--- src/xcvr_pkg.sv ---
package xcvr_pkg;

    // ==========================================================
    // clock and timing
    localparam int MCLK_MHZ     = 125;
    localparam int CAL_TIME_US  = 256;
    // longest calibration time, rounded down to whole cycles
    localparam int CAL_CYCLES   = (CAL_TIME_US * MCLK_MHZ * 1000) / 1000;

    // ==========================================================
    // frequency plan
    localparam int IF2_KHZ      = 1536;
    localparam int FREQ_W       = 24;
    localparam int CHAN_BITS    = 12;

    // ==========================================================
    // serial control word layout
    localparam int WORD_BITS    = 16;
    localparam int DATA_BITS    = 14;
    localparam int ADDR_BITS    = 2;
    localparam int CNT_BITS     = 5;
    localparam logic [ADDR_BITS-1:0] ADDR_PLL  = 2'h0;
    localparam logic [ADDR_BITS-1:0] ADDR_CHAN = 2'h1;
    localparam logic [ADDR_BITS-1:0] ADDR_TEST = 2'h2;
    localparam int REF_SEL_HI   = 3;
    localparam int REF_SEL_LO   = 1;

    // ==========================================================
    // filter tuning
    localparam int TUNE_W       = 6;
    localparam int NFILT        = 4;
    localparam int FILT_TXLPF   = 3;
    localparam logic [TUNE_W-1:0] TUNE_MID = 6'h20;
    localparam logic [TUNE_W-1:0] TUNE_MAX = 6'h3F;
    localparam logic [TUNE_W-1:0] TUNE_MIN = 6'h00;

    // ==========================================================
    // calibration tick period per reference frequency, in mclk cycles
    localparam int TICK_W = 5;
    localparam logic [TICK_W-1:0] TICK_REF9  = 5'h10;
    localparam logic [TICK_W-1:0] TICK_REF12 = 5'h0C;
    localparam logic [TICK_W-1:0] TICK_REF18 = 5'h08;
    localparam logic [TICK_W-1:0] TICK_REF24 = 5'h06;

    typedef enum logic [1:0] {MODE_STANDBY, MODE_RECEIVE, MODE_TRANSMIT} mode_t;

    typedef struct packed {
        logic [DATA_BITS-1:0] test;
        logic [CHAN_BITS-1:0] channel;
        logic [DATA_BITS-1:0] pll;
    } cfg_regs_t;

    localparam cfg_regs_t CFG_RESET = '0;

    typedef struct packed {
        logic standby;
        logic rx_on;
        logic tx_on;
        logic lo_shift;
        logic cal_busy;
    } status_t;

    // reference select code to calibration tick period
    function automatic logic [TICK_W-1:0] tick_period(input logic [1:0] sel);
        case (sel)
            2'h0:    tick_period = TICK_REF9;
            2'h1:    tick_period = TICK_REF12;
            2'h2:    tick_period = TICK_REF18;
            default: tick_period = TICK_REF24;
        endcase
    endfunction

    // carrier in kHz from the channel word
    function automatic logic [FREQ_W-1:0] carrier_khz(input logic [CHAN_BITS-1:0] ch);
        carrier_khz = FREQ_W'({12'h000, ch} * 24'(IF2_KHZ));
    endfunction

endpackage

--- src/serial_word_loader.sv ---
`timescale 1ns/1ps
module serial_word_loader (
    input  wire logic                            mclk,
    input  wire logic                            srst,
    input  wire logic                            ser_clk,
    input  wire logic                            ser_data,
    input  wire logic                            ser_strobe_n,
    output logic                                 load_pulse,
    output logic [xcvr_pkg::ADDR_BITS-1:0]       load_addr,
    output logic [xcvr_pkg::DATA_BITS-1:0]       load_data
);
    logic                                 clk_prev_r;
    logic                                 stb_prev_r;
    logic [xcvr_pkg::WORD_BITS-1:0]       shift_r;
    logic [xcvr_pkg::CNT_BITS-1:0]        cnt_r;

    localparam logic [xcvr_pkg::CNT_BITS-1:0] FULL = 5'h10;

    // ==========================================================
    // edge history of the serial pins
    always_ff @(posedge mclk) begin
        if (srst) begin
            clk_prev_r <= 1'b0;
            stb_prev_r <= 1'b1;
        end else begin
            clk_prev_r <= ser_clk;
            stb_prev_r <= ser_strobe_n;
        end
    end

    // shift msb first while the strobe is low; clock ignored while high
    always_ff @(posedge mclk) begin
        if (srst) begin
            shift_r <= '0;
            cnt_r   <= '0;
        end else if (ser_strobe_n && !stb_prev_r) begin
            cnt_r <= '0;
        end else if (!ser_strobe_n && ser_clk && !clk_prev_r) begin
            shift_r <= {shift_r[xcvr_pkg::WORD_BITS-2:0], ser_data};
            if (cnt_r != FULL) begin
                cnt_r <= cnt_r + 5'h01;
            end
        end
    end

    // load on strobe rising edge; short words are dropped as a safe choice
    always_ff @(posedge mclk) begin
        if (srst) begin
            load_pulse <= 1'b0;
            load_addr  <= '0;
            load_data  <= '0;
        end else begin
            load_pulse <= ser_strobe_n && !stb_prev_r && (cnt_r == FULL);
            load_addr  <= shift_r[xcvr_pkg::ADDR_BITS-1:0];
            load_data  <= shift_r[xcvr_pkg::WORD_BITS-1:xcvr_pkg::ADDR_BITS];
        end
    end
endmodule

--- src/filter_cal_engine.sv ---
`timescale 1ns/1ps
module filter_cal_engine #(
    parameter int CAL_CYCLES = xcvr_pkg::CAL_CYCLES
) (
    input  wire logic                                          mclk,
    input  wire logic                                          srst,
    input  wire logic                                          start,
    input  wire logic                                          abort,
    input  wire logic                                          track_tx,
    input  wire logic [1:0]                                    ref_sel,
    input  wire logic [xcvr_pkg::NFILT-1:0]                    cmp_high,
    output logic                                               busy,
    output logic [xcvr_pkg::NFILT-1:0][xcvr_pkg::TUNE_W-1:0]   tune
);
    localparam int CW = $clog2(CAL_CYCLES + 1);
    localparam logic [CW-1:0] CAL_LAST = CW'(CAL_CYCLES - 1);

    logic [xcvr_pkg::TICK_W-1:0] div_r;
    logic [CW-1:0]               cnt_r;
    logic                        tick;

    // ==========================================================
    // tick derived from the selected reference rate
    assign tick = (div_r == '0);

    always_ff @(posedge mclk) begin
        if (srst || start) begin
            div_r <= '0;
        end else if (tick) begin
            div_r <= xcvr_pkg::TICK_W'(xcvr_pkg::tick_period(ref_sel) - 5'h01);
        end else begin
            div_r <= div_r - 5'h01;
        end
    end

    // bounded calibration window; standby cuts it short
    always_ff @(posedge mclk) begin
        if (srst || abort) begin
            busy  <= 1'b0;
            cnt_r <= '0;
        end else if (start) begin
            busy  <= 1'b1;
            cnt_r <= '0;
        end else if (busy) begin
            cnt_r <= cnt_r + CW'(1);
            if (cnt_r == CAL_LAST) begin
                busy <= 1'b0;
            end
        end
    end

    // successive step toward the comparator balance point
    always_ff @(posedge mclk) begin
        if (srst) begin
            for (int i = 0; i < xcvr_pkg::NFILT; i++) begin
                tune[i] <= xcvr_pkg::TUNE_MID;
            end
        end else if (tick && !abort) begin
            for (int i = 0; i < xcvr_pkg::NFILT; i++) begin
                if (busy || (track_tx && i == xcvr_pkg::FILT_TXLPF)) begin
                    if (cmp_high[i] && tune[i] != xcvr_pkg::TUNE_MIN) begin
                        tune[i] <= tune[i] - 6'h01;
                    end else if (!cmp_high[i] && tune[i] != xcvr_pkg::TUNE_MAX) begin
                        tune[i] <= tune[i] + 6'h01;
                    end
                end
            end
        end
    end
endmodule

--- src/transceiver_mode_sequencer.sv ---
// What this block and its controller must do
// enable low forces standby regardless of receive-select
// enable high: select 1 receive, 0 transmit
// serial interface and registers live in standby
// enable rising edge runs calibration within 256us
// controller holds receive 256us after standby exit
// entering receive starts automatic filter tuning
// tuning values start at mid-range
// transmit filter tuning refreshed every receive
// LO shifts by second IF between modes
// carrier equals channel word times 1.536MHz
// channel word accepted and retuned any time
// one channel value serves receive and transmit
// controller waits for lock and alignment
// receive mode drives sliced NRZ data out
// reference frequency selected by configuration
// 16-bit word, 14 data then 2 address
// shift on clock rise, load on strobe rise
// mode lines synchronised before the state machine
`timescale 1ns/1ps
module transceiver_mode_sequencer #(
    parameter int CAL_CYCLES = xcvr_pkg::CAL_CYCLES
) (
    input  wire logic                                          mclk,
    input  wire logic                                          srst,
    input  wire logic                                          transceiver_enable,
    input  wire logic                                          receive_select,
    input  wire logic                                          ser_clk,
    input  wire logic                                          ser_data,
    input  wire logic                                          ser_strobe_n,
    input  wire logic                                          demod_bit,
    input  wire logic [xcvr_pkg::NFILT-1:0]                    filter_cmp,
    output xcvr_pkg::status_t                                  status,
    output logic                                               data_out,
    output logic [xcvr_pkg::FREQ_W-1:0]                        carrier_khz,
    output logic [xcvr_pkg::FREQ_W-1:0]                        lo_khz,
    output xcvr_pkg::cfg_regs_t                                cfg,
    output logic [xcvr_pkg::NFILT-1:0][xcvr_pkg::TUNE_W-1:0]   tune
);
    // ==========================================================
    // declarations
    logic                                en_meta_r;
    logic                                en_sync_r;
    logic                                rx_meta_r;
    logic                                rx_sync_r;
    logic                                en_prev_r;
    xcvr_pkg::mode_t                     mode_r;
    xcvr_pkg::mode_t                     mode_nxt;
    logic                                cal_start;
    logic                                cal_busy;
    logic                                load_pulse;
    logic [xcvr_pkg::ADDR_BITS-1:0]      load_addr;
    logic [xcvr_pkg::DATA_BITS-1:0]      load_data;
    logic [xcvr_pkg::FREQ_W-1:0]         carrier_nxt;
    logic [1:0]                          ref_sel;
    logic [15:0]                         busy_run_r;
    logic                                cal_start_r;

    localparam logic [xcvr_pkg::FREQ_W-1:0] IF2 = xcvr_pkg::FREQ_W'(xcvr_pkg::IF2_KHZ);

    // ==========================================================
    // mode line synchronisers; the meta stage feeds only the sync stage
    always_ff @(posedge mclk) begin
        if (srst) begin
            en_meta_r <= 1'b0;
            en_sync_r <= 1'b0;
            rx_meta_r <= 1'b0;
            rx_sync_r <= 1'b0;
        end else begin
            en_meta_r <= transceiver_enable;
            en_sync_r <= en_meta_r;
            rx_meta_r <= receive_select;
            rx_sync_r <= rx_meta_r;
        end
    end

    // enable history for rising edge detection
    always_ff @(posedge mclk) begin
        if (srst) begin
            en_prev_r <= 1'b0;
        end else begin
            en_prev_r <= en_sync_r;
        end
    end

    // ==========================================================
    // mode decode from the synchronised lines
    always_comb begin
        case ({en_sync_r, rx_sync_r})
            2'b11:   mode_nxt = xcvr_pkg::MODE_RECEIVE;
            2'b10:   mode_nxt = xcvr_pkg::MODE_TRANSMIT;
            default: mode_nxt = xcvr_pkg::MODE_STANDBY;
        endcase
    end

    always_ff @(posedge mclk) begin
        if (srst) begin
            mode_r <= xcvr_pkg::MODE_STANDBY;
        end else begin
            mode_r <= mode_nxt;
        end
    end

    // calibration kicks on enable edge or on any entry into receive
    assign cal_start = (en_sync_r && !en_prev_r)
                     || (mode_nxt == xcvr_pkg::MODE_RECEIVE
                         && mode_r != xcvr_pkg::MODE_RECEIVE);

    // ==========================================================
    // serial control port and register file
    serial_word_loader u_loader (
        .mclk         (mclk),
        .srst         (srst),
        .ser_clk      (ser_clk),
        .ser_data     (ser_data),
        .ser_strobe_n (ser_strobe_n),
        .load_pulse   (load_pulse),
        .load_addr    (load_addr),
        .load_data    (load_data)
    );

    // writes land in every mode, standby included; only srst clears them
    always_ff @(posedge mclk) begin
        if (srst) begin
            cfg <= xcvr_pkg::CFG_RESET;
        end else if (load_pulse) begin
            case (load_addr)
                xcvr_pkg::ADDR_PLL:  cfg.pll     <= load_data;
                xcvr_pkg::ADDR_CHAN: cfg.channel <= load_data[xcvr_pkg::CHAN_BITS-1:0];
                xcvr_pkg::ADDR_TEST: cfg.test    <= load_data;
                default: ;
            endcase
        end
    end

    assign ref_sel = {cfg.pll[xcvr_pkg::REF_SEL_HI], cfg.pll[xcvr_pkg::REF_SEL_LO]};

    // ==========================================================
    // filter calibration
    filter_cal_engine #(
        .CAL_CYCLES (CAL_CYCLES)
    ) u_cal (
        .mclk     (mclk),
        .srst     (srst),
        .start    (cal_start),
        .abort    (mode_nxt == xcvr_pkg::MODE_STANDBY),
        .track_tx (mode_r == xcvr_pkg::MODE_RECEIVE),
        .ref_sel  (ref_sel),
        .cmp_high (filter_cmp),
        .busy     (cal_busy),
        .tune     (tune)
    );

    // ==========================================================
    // frequency plan: carrier from the one channel word, LO shifted in receive
    assign carrier_nxt = xcvr_pkg::carrier_khz(cfg.channel);

    always_ff @(posedge mclk) begin
        if (srst) begin
            carrier_khz <= '0;
            lo_khz      <= '0;
        end else begin
            carrier_khz <= carrier_nxt;
            if (mode_nxt == xcvr_pkg::MODE_RECEIVE) begin
                // saturate instead of wrapping below the lowest channel
                lo_khz <= (carrier_nxt < IF2) ? '0 : carrier_nxt - IF2;
            end else begin
                lo_khz <= carrier_nxt;
            end
        end
    end

    // ==========================================================
    // status flags registered from the decoded next mode, except cal_busy registered from the engine
    always_ff @(posedge mclk) begin
        if (srst) begin
            status <= '{standby: 1'b1, default: 1'b0};
        end else begin
            status.standby  <= (mode_nxt == xcvr_pkg::MODE_STANDBY);
            status.rx_on    <= (mode_nxt == xcvr_pkg::MODE_RECEIVE);
            status.tx_on    <= (mode_nxt == xcvr_pkg::MODE_TRANSMIT);
            status.lo_shift <= (mode_nxt == xcvr_pkg::MODE_RECEIVE);
            status.cal_busy <= cal_busy;
        end
    end

    // sliced data only leaves the pin in receive; quiet low otherwise
    always_ff @(posedge mclk) begin
        if (srst) begin
            data_out <= 1'b0;
        end else begin
            data_out <= (mode_nxt == xcvr_pkg::MODE_RECEIVE) && demod_bit;
        end
    end

    // ==========================================================
    // checks: start seen one cycle late, so a restart clears the count in step with status
    always_ff @(posedge mclk) begin
        if (srst) begin
            cal_start_r <= 1'b0;
        end else begin
            cal_start_r <= cal_start;
        end
    end

    // helper counter of consecutive busy cycles
    always_ff @(posedge mclk) begin
        if (srst || !status.cal_busy || cal_start_r) begin
            busy_run_r <= '0;
        end else if (busy_run_r != 16'hFFFF) begin
            busy_run_r <= busy_run_r + 16'h0001;
        end
    end
endmodule

--- config.mk ---
export PLATFORM = sky130hd
export DESIGN_NAME = transceiver_mode_sequencer
export DESIGN_NICKNAME = d
export VERILOG_FILES = /design/src/xcvr_pkg.sv /design/src/serial_word_loader.sv /design/src/filter_cal_engine.sv /design/src/transceiver_mode_sequencer.sv
export SDC_FILE = /design/constraint.sdc
export NUM_CORES = 1
export LEC_CHECK = 0
export ABC_CLOCK_PERIOD_IN_PS = 3450
export BUFFER_PORTS_ARGS = -buffer_cell sky130_fd_sc_hd__buf_4
export CORE_ASPECT_RATIO = 1.1
export CORE_UTILIZATION = 55
export DETAILED_ROUTE_END_ITERATION = 6
export PLACE_DENSITY = 0.78
export SKIP_LAST_GASP = 1
export SLEW_MARGIN = 20
export SYNTH_ARGS = -nofsm -noshare
export SYNTH_HDL_FRONTEND = slang
export SYNTH_SLANG_ARGS = --single-unit
--- constraint.sdc ---
create_clock -name mclk -period 3.45 [get_ports mclk]
set_clock_uncertainty 0.1 [all_clocks]
set_input_delay 0 -clock mclk [delete_from_list [all_inputs] [get_ports mclk]]
set_output_delay 0 -clock mclk [all_outputs]
set_load 0.02 [all_outputs]
==> impl_metrics.tcl, run 1 <==
set metrics [dict create \
    grt.overflow.total 0 \
    synth-edff-count 0 \
    fillers 1088 \
    antenna_left 0 \
    min_path_type "primary input to flop" \
    clk_path_buf_depth 2 \
    fmax_ghz 0.325 \
    async_flop_share 0 \
    drive_gt1_frac 0.184 \
    cts_buffers 17 \
    dr.pass1.iters 5 \
    grt_antenna_before_repair 0 \
    cts_resized 0 \
    pwr-share-clk 0.458 \
    drv_slew 0 \
    period_needed_ns 3.08 \
    p_sw_frac 0.233 \
    seqPwrFrac 0.493 \
    avgViaCountPerCell 5.24 \
    slew_headroom 0.376 \
    ys_ff_latch 164 \
    worstSkewPairLatency_ns 0.42 \
    gp_congestion 0.827 \
    tritoncts "built" \
    yosys_warnings 0 \
    grtUsageTotal 0.222 \
    worstRegToRegCells 10 \
    clk_pin_slew_ns 0.06 \
    whs_endpoint "u_cal.tune[8]$_SDFFE_PP0P_" \
    worst_slack_ns 0.371 \
    synthTopCellsByCount "dfxtp_1 (164), nor2_1 (105), nand2_1 (83), a21oi_1 (69), inv_1 (41)" \
    yosys.area.top_type "dfxtp_1" \
    start_util 0.567 \
    yosys.area.top_type_share 0.436 \
    finalSetupTns_ns 0 \
    rrSetupSlack_ns 0.37 \
    startpoint_type "flop" \
    portBuffers 110 \
    synth_cell_type_count 63 \
    grt_first_pass_wirelength_um 25400 \
    p_leak_nw 3.94 \
    grt_pass1_vias 5482 \
    fin_nets 1005 \
    net-switching-power_uw 925 \
    ios 130 \
    drt_iter0_markers 273 \
    hpwlAfterDp_um 10600 \
    r2r_end "lo_khz[10]$_SDFF_PP0_" \
    wire_per_inst_um 13.3 \
    critPathLaunch "cfg[15]$_SDFFE_PP0P_" \
    slowest_stage "nor4_1" \
    die_area_um2 14100 \
    num_rows 44 \
    crit_family "simple AND/OR/NAND/NOR gates" \
    grt_max_degree 73 \
    internal-power_mw 3.05 \
    pre_cts_ws_ns 0.402 \
    drc 0 \
    cp_num_cells 10 \
    required_ns 3.64 \
    synthFlopType "dfxtp_1" \
    synthTopCellsByArea "dfxtp_1 (44%), ha_1 (6.2%), nor2_1 (5.2%)" \
    seq_area_frac_synth 0.436 \
    cp_max_fo 5 \
    drv_cap 0 \
    finalHoldViolCount 0 \
    endpoint_kind "flop" \
    die_h_um 125 \
    slowest_delay_ns 0.51 \
    r2r-start "cfg[15]$_SDFFE_PP0P_" \
    synth_cells 841 \
    crit_chain "ha_1 -> inv_1 -> fa_1 -> nand2b_1 -> a211o_1 -> a41o_1 -> a21oi_2 -> nand3_1 -> nor4_1 -> a31oi_1" \
    outcome "finished clean" \
    wl_um 15300 \
    power_density_nw_per_um2 438 \
    crit_arrival_ns 3.27 \
    cts_sinks 164 \
    via_count 6016 \
    rsz0062_at_grt "false" \
    multi_input_area_um2 3860 \
    cts_root_buf "clkbuf_16" \
    htree_num_levels 4 \
    hold_depth 2 \
    die_w_um 114 \
    yosysMostFrequentCell "dfxtp_1" \
    final-setup-viol-count 0 \
    critPathBufInv 1 \
    core-area_um2 13300 \
    syn_area_per_cell_um2 8.94 \
    netlist_area_um2 7520 \
    holdCritStartpoint "srst" \
    critical_path_class "flop to flop" \
    ir_drop_v 0.000336 \
    syn_to_final_growth_pct 20.6 \
    tightestPinTransition_ns 0.932 \
    diodes 0 \
    combinationalPowerShare 0.049 \
    post-route-period-util 0.893 \
    regArea_um2 3280 \
]
-- layout by cell type (no fill, tap or decap), drive strengths merged, types with 9 or more instances in the layout --
master | synthesis | final
nor3 | 19 | 19
nor2b | 25 | 25
inv | 41 | 44
o21ai | 14 | 14
buf | 29 | 118
xor2 | 22 | 22
nand2b | 9 | 9
nand2 | 84 | 84
xnor2 | 33 | 33
mux2i | 18 | 18
nand3 | 24 | 24
nor2 | 105 | 105
a21o | 10 | 10
ha | 37 | 37
dfxtp | 164 | 164
conb | 1 | 19
o22a | 16 | 16
nor4 | 10 | 10
clkbuf | 24 | 19
a21oi | 71 | 71
-- registers in the layout (all words and copies together) (netlist names), 2 cells and up --
signal              flops
mode_r                  2
u_loader.load_data     14
u_cal.div_r             5
u_loader.shift_r       16
u_loader.cnt_r          5
lo_khz                 15
u_cal.tune             24
u_loader.load_addr      2
carrier_khz            14
cfg                    40
u_cal.cnt_r            15
status                  2
-- power groups by stage --
| stage | logic (mW) | clock network (mW) | registers, mW |
|---|---|---|---|
| 2_1_floorplan | 0.163 | 0 | 1.99 |
| 3_3_place_gp | 0.185 | 0 | 2.00 |
| 3_5_place_dp | 0.188 | 0 | 2.00 |
| 4_1_cts | 0.197 | 1.85 | 1.96 |
| 5_1_grt | 0.220 | 1.94 | 1.96 |
| 6_report | 0.197 | 1.82 | 1.96 |
-- per-layer routing --
metal,track usage,part of all wire,up-vias
met5,0,0,-
met1,0.278,0.46,2809
li1,-,-,3039
met4,0.0906,0.022,0
met2,0.371,0.48,144
met3,0.0448,0.032,24
-- cells by family after synthesis --
logic type                 after synthesis  share of synthesized area
adders and majority gates               42                     0.0749
buffers and inverters                   94                     0.0590
muxes                                   18                     0.0240
xor gates and xnor gates                55                     0.0660
other                                    1                   0.000499
AOI/OAI and AO/OA                      151                      0.133
and+or+nand+nor                        316                      0.206
DFF                                    164                      0.436
-- worst reg2reg max path, cell delays in order, from the launching register on --
cell and delay (ns):
dfxtp_1 0.39, ha_1 0.21, inv_1 0.06, fa_1 0.39, nand2b_1 0.21, a211o_1 0.34
a41o_1 0.24, a21oi_2 0.15, nand3_1 0.20, nor4_1 0.51, a31oi_1 0.15
-- worst max-delay path by stage --
stage / endpoint / slack [ns]
finish: lo_khz[10]$_SDFF_PP0_ / 0.37
global route: lo_khz[21]$_SDFF_PP0_ / 0.13
CTS: lo_khz[21]$_SDFF_PP0_ / 0.37
detailed placement: lo_khz[21]$_SDFF_PP0_ / 0.40
global placement: lo_khz[21]$_SDFF_PP0_ / 0.43
floorplan: lo_khz[21]$_SDFF_PP0_ / 0.41
-- per-stage QoR --
stage               cells  total power [mW]  hold slack, ns   util  cell area [um^2]
global placement     1108              2.18           0.120  0.634              8420
finish               1148              3.97          0.0152  0.684              9070
floorplan             859              2.16         0.00658      -              7590
CTS                  1148              4.01          0.0146  0.684              9070
detailed placement   1108              2.19           0.124  0.634              8420
global route         1148              4.12          0.0555  0.684              9070
-- final cells by class --
cell class / instances / share of cell area
tap: 184 / 0.0254
multi-input combinational: 601 / 0.426
sequential: 164 / 0.362
timing repair buffer: 126 / 0.106
clock buffer: 19 / 0.0499
inverter: 41 / 0.0170
clock inverter: 13 / 0.0137
-- timing repair --
action / CTS / global route
hold endpoints to repair: 14 / 0
hold buffers: 8 / 0
setup buffers: 0 / 0
Power figures use the tool's default switching activity.
==> inputs of run 2 (changes only) <==
--- a/config.mk
+++ b/config.mk
@@ -6,11 +6,12 @@
 export NUM_CORES = 1
 export LEC_CHECK = 0
 export ABC_CLOCK_PERIOD_IN_PS = 3450
-export BUFFER_PORTS_ARGS = -buffer_cell sky130_fd_sc_hd__buf_4
+export BUFFER_PORTS_ARGS = -buffer_cell sky130_fd_sc_hd__buf_2
 export CORE_ASPECT_RATIO = 1.1
 export CORE_UTILIZATION = 55
 export DETAILED_ROUTE_END_ITERATION = 6
 export PLACE_DENSITY = 0.78
+export RECOVER_POWER = 50
 export SKIP_LAST_GASP = 1
 export SLEW_MARGIN = 20
 export SYNTH_ARGS = -nofsm -noshare
==> run 2 against run 1 <==
Compared with the run above:
- the flow now finishes with violations (capacitance limit, slew limit)
- critical path depth did not move
- maximum frequency fell by 2.5%
- sequential cell count did not move
- count of clock-buffer cells in the layout fell by 2
- core utilization fell by 3.0 points
==> impl_metrics.tcl, run 2 (synthesis gave the netlist of run 1 again) <==
set metrics [dict create \
    grt_first_pass_wirelength_um 24500 \
    slew_headroom -0.259 \
    cp-endpoint "lo_khz[21]$_SDFF_PP0_" \
    outcome "finished, violations left" \
    grt_antenna_before_repair 0 \
    fin_nets 1005 \
    diodes 0 \
    dr.pass1.iters 5 \
    drc 0 \
    syn_to_final_growth_pct 15.3 \
    finalSetupTns_ns 0 \
    drv_slew 124 \
    cts_sinks 164 \
    drive_gt1_frac 0.0789 \
    critPathLaunch "cfg[15]$_SDFFE_PP0P_" \
    final_cell_mix "dfxtp_1 (164), nor2_1 (105), clkbuf_1 (100)" \
    finalHoldViolCount 0 \
    rsz0062_at_grt "false" \
    worstRegToRegCells 10 \
    post-route-period-util 0.916 \
    cts_root_buf "clkbuf_16" \
    r2r-start "cfg[15]$_SDFFE_PP0P_" \
    tritoncts "built" \
    drt_iter0_markers 295 \
    grt_max_degree 83 \
    worstSkewPairLatency_ns 0.43 \
    final-setup-viol-count 0 \
    core-area_um2 13300 \
    num_rows 44 \
    largest_register_ffs 40 \
    p_total_mw 4.00 \
    wire_per_inst_um 12.9 \
    antenna_left 0 \
    ir_drop_v 0.000275 \
    holdCritStartpoint "filter_cmp[0]" \
    drv_cap 2 \
    htree_num_levels 4 \
    final-instance-count-excl-fill 1147 \
    endpoint_kind "flop" \
    rrSetupSlack_ns 0.29 \
    die_w_um 114 \
    tightestPinTransition_ns 1.89 \
    grt-busiest-layer "met2" \
    cts_buffers 17 \
    cp_max_fo 6 \
    grt.overflow.total 0 \
    fillers 1151 \
    grt_pass1_vias 5292 \
    grtUsageTotal 0.216 \
    via_count 5978 \
    top_register "cfg" \
    avgViaCountPerCell 5.21 \
    die_h_um 125 \
    dp.cells 1108 \
    layout_commonest_cell "dfxtp_1" \
    gp_congestion 0.839 \
    critical_path_class "flop to flop" \
    r2r_end "lo_khz[21]$_SDFF_PP0_" \
    violations "capacitance limit, slew limit" \
    clk_pin_slew_ns 0.06 \
    wl_um 14800 \
    required_ns 3.68 \
    use_met3 0.0453 \
    min_path_type "primary input to flop" \
    startpoint_type "flop" \
    grtUsageMet2 0.347 \
    fmax_ghz 0.317 \
    p_leak_nw 3.52 \
    worst_slack_ns 0.291 \
    start_util 0.567 \
    gr-usage-met1 0.281 \
    ios 130 \
    crit_arrival_ns 3.39 \
    power_density_nw_per_um2 461 \
    clk_path_buf_depth 2 \
    hpwlAfterDp_um 10400 \
    largestRegisters "cfg: 40 flops, u_cal.tune: 24 flops, u_loader.shift_r: 16 flops" \
    portBuffers 110 \
    die_area_um2 14100 \
    period_needed_ns 3.16 \
    pre_cts_ws_ns 0.336 \
]
[run 2: cell types whose count changed in the layout (fill, tap and decap cells not counted), sizes merged]
cell	delta
bufinv	+1
clkinvlp	-1
clkinv	-1
buf	-101
clkbuf	+99
inv	+2
[run 2: stage by stage]
stage | util | instance area [um^2] | hold slack, ns
after global placement | 0.614 | 8140 | 0.132
after detailed placement | 0.614 | 8140 | 0.134
after CTS | 0.663 | 8800 | 0.0136
after global routing | 0.653 | 8670 | 0.0747
final | 0.653 | 8670 | 0.0225
after floorplan | - | 7590 | 0.00658
[run 2: final cells by class]
class,instances,area [um^2],share of cell area
Multi-Input combinational cell,601,3860,0.446
Timing Repair Buffer,126,563,0.0649
Clock buffer,17,425,0.0491
Inverter,41,154,0.0178
Sequential cell,164,3280,0.379
Tap cell,184,230,0.0266
Clock inverter,14,151,0.0175
[run 2: worst max-delay path: stages (launching register included)]
cell and delay, ns:
dfxtp_1 0.40, ha_1 0.22, inv_1 0.06, fa_1 0.38, nand2b_1 0.21, a21o_1 0.18
a211oi_1 0.34, and4_1 0.38, nand2_2 0.13, or4_1 0.43, a211oi_2 0.23
[run 2: power breakdown]
group	total, mW	leakage (nW)	internal (mW)	switching [mW]
sequential	1.96	1.33	1.93	0.0252
combinational	0.189	1.91	0.0712	0.118
clock	1.85	0.281	1.07	0.780
[run 2: worst min path at each step]
stage                                          end  cells after the start  slack [ns]
finish                  u_cal.tune[5]$_SDFFE_PP1P_                      5        0.02
global route            u_cal.tune[5]$_SDFFE_PP1P_                      5        0.07
CTS                     u_cal.tune[5]$_SDFFE_PP1P_                      5        0.01
detailed placement             data_out$_SDFF_PP0_                      2        0.13
global placement              rx_meta_r$_SDFF_PP0_                      2        0.13
floorplan           u_loader.stb_prev_r$_SDFF_PP1_                      1       0.007
[run 2: per-layer routing]
| layer | wire length (um) | part of all wire |
|---|---|---|
| met2 | 7060 | 0.48 |
| met1 | 7050 | 0.48 |
| met5 | 0 | 0 |
| met3 | 479 | 0.032 |
| met4 | 249 | 0.017 |
[run 2: what timing repair did]
item                      4_1_cts  5_1_grt
setup buffers                   0        0
resized for setup               0        0
hold endpoints to repair       14        0
hold buffers                    8        0
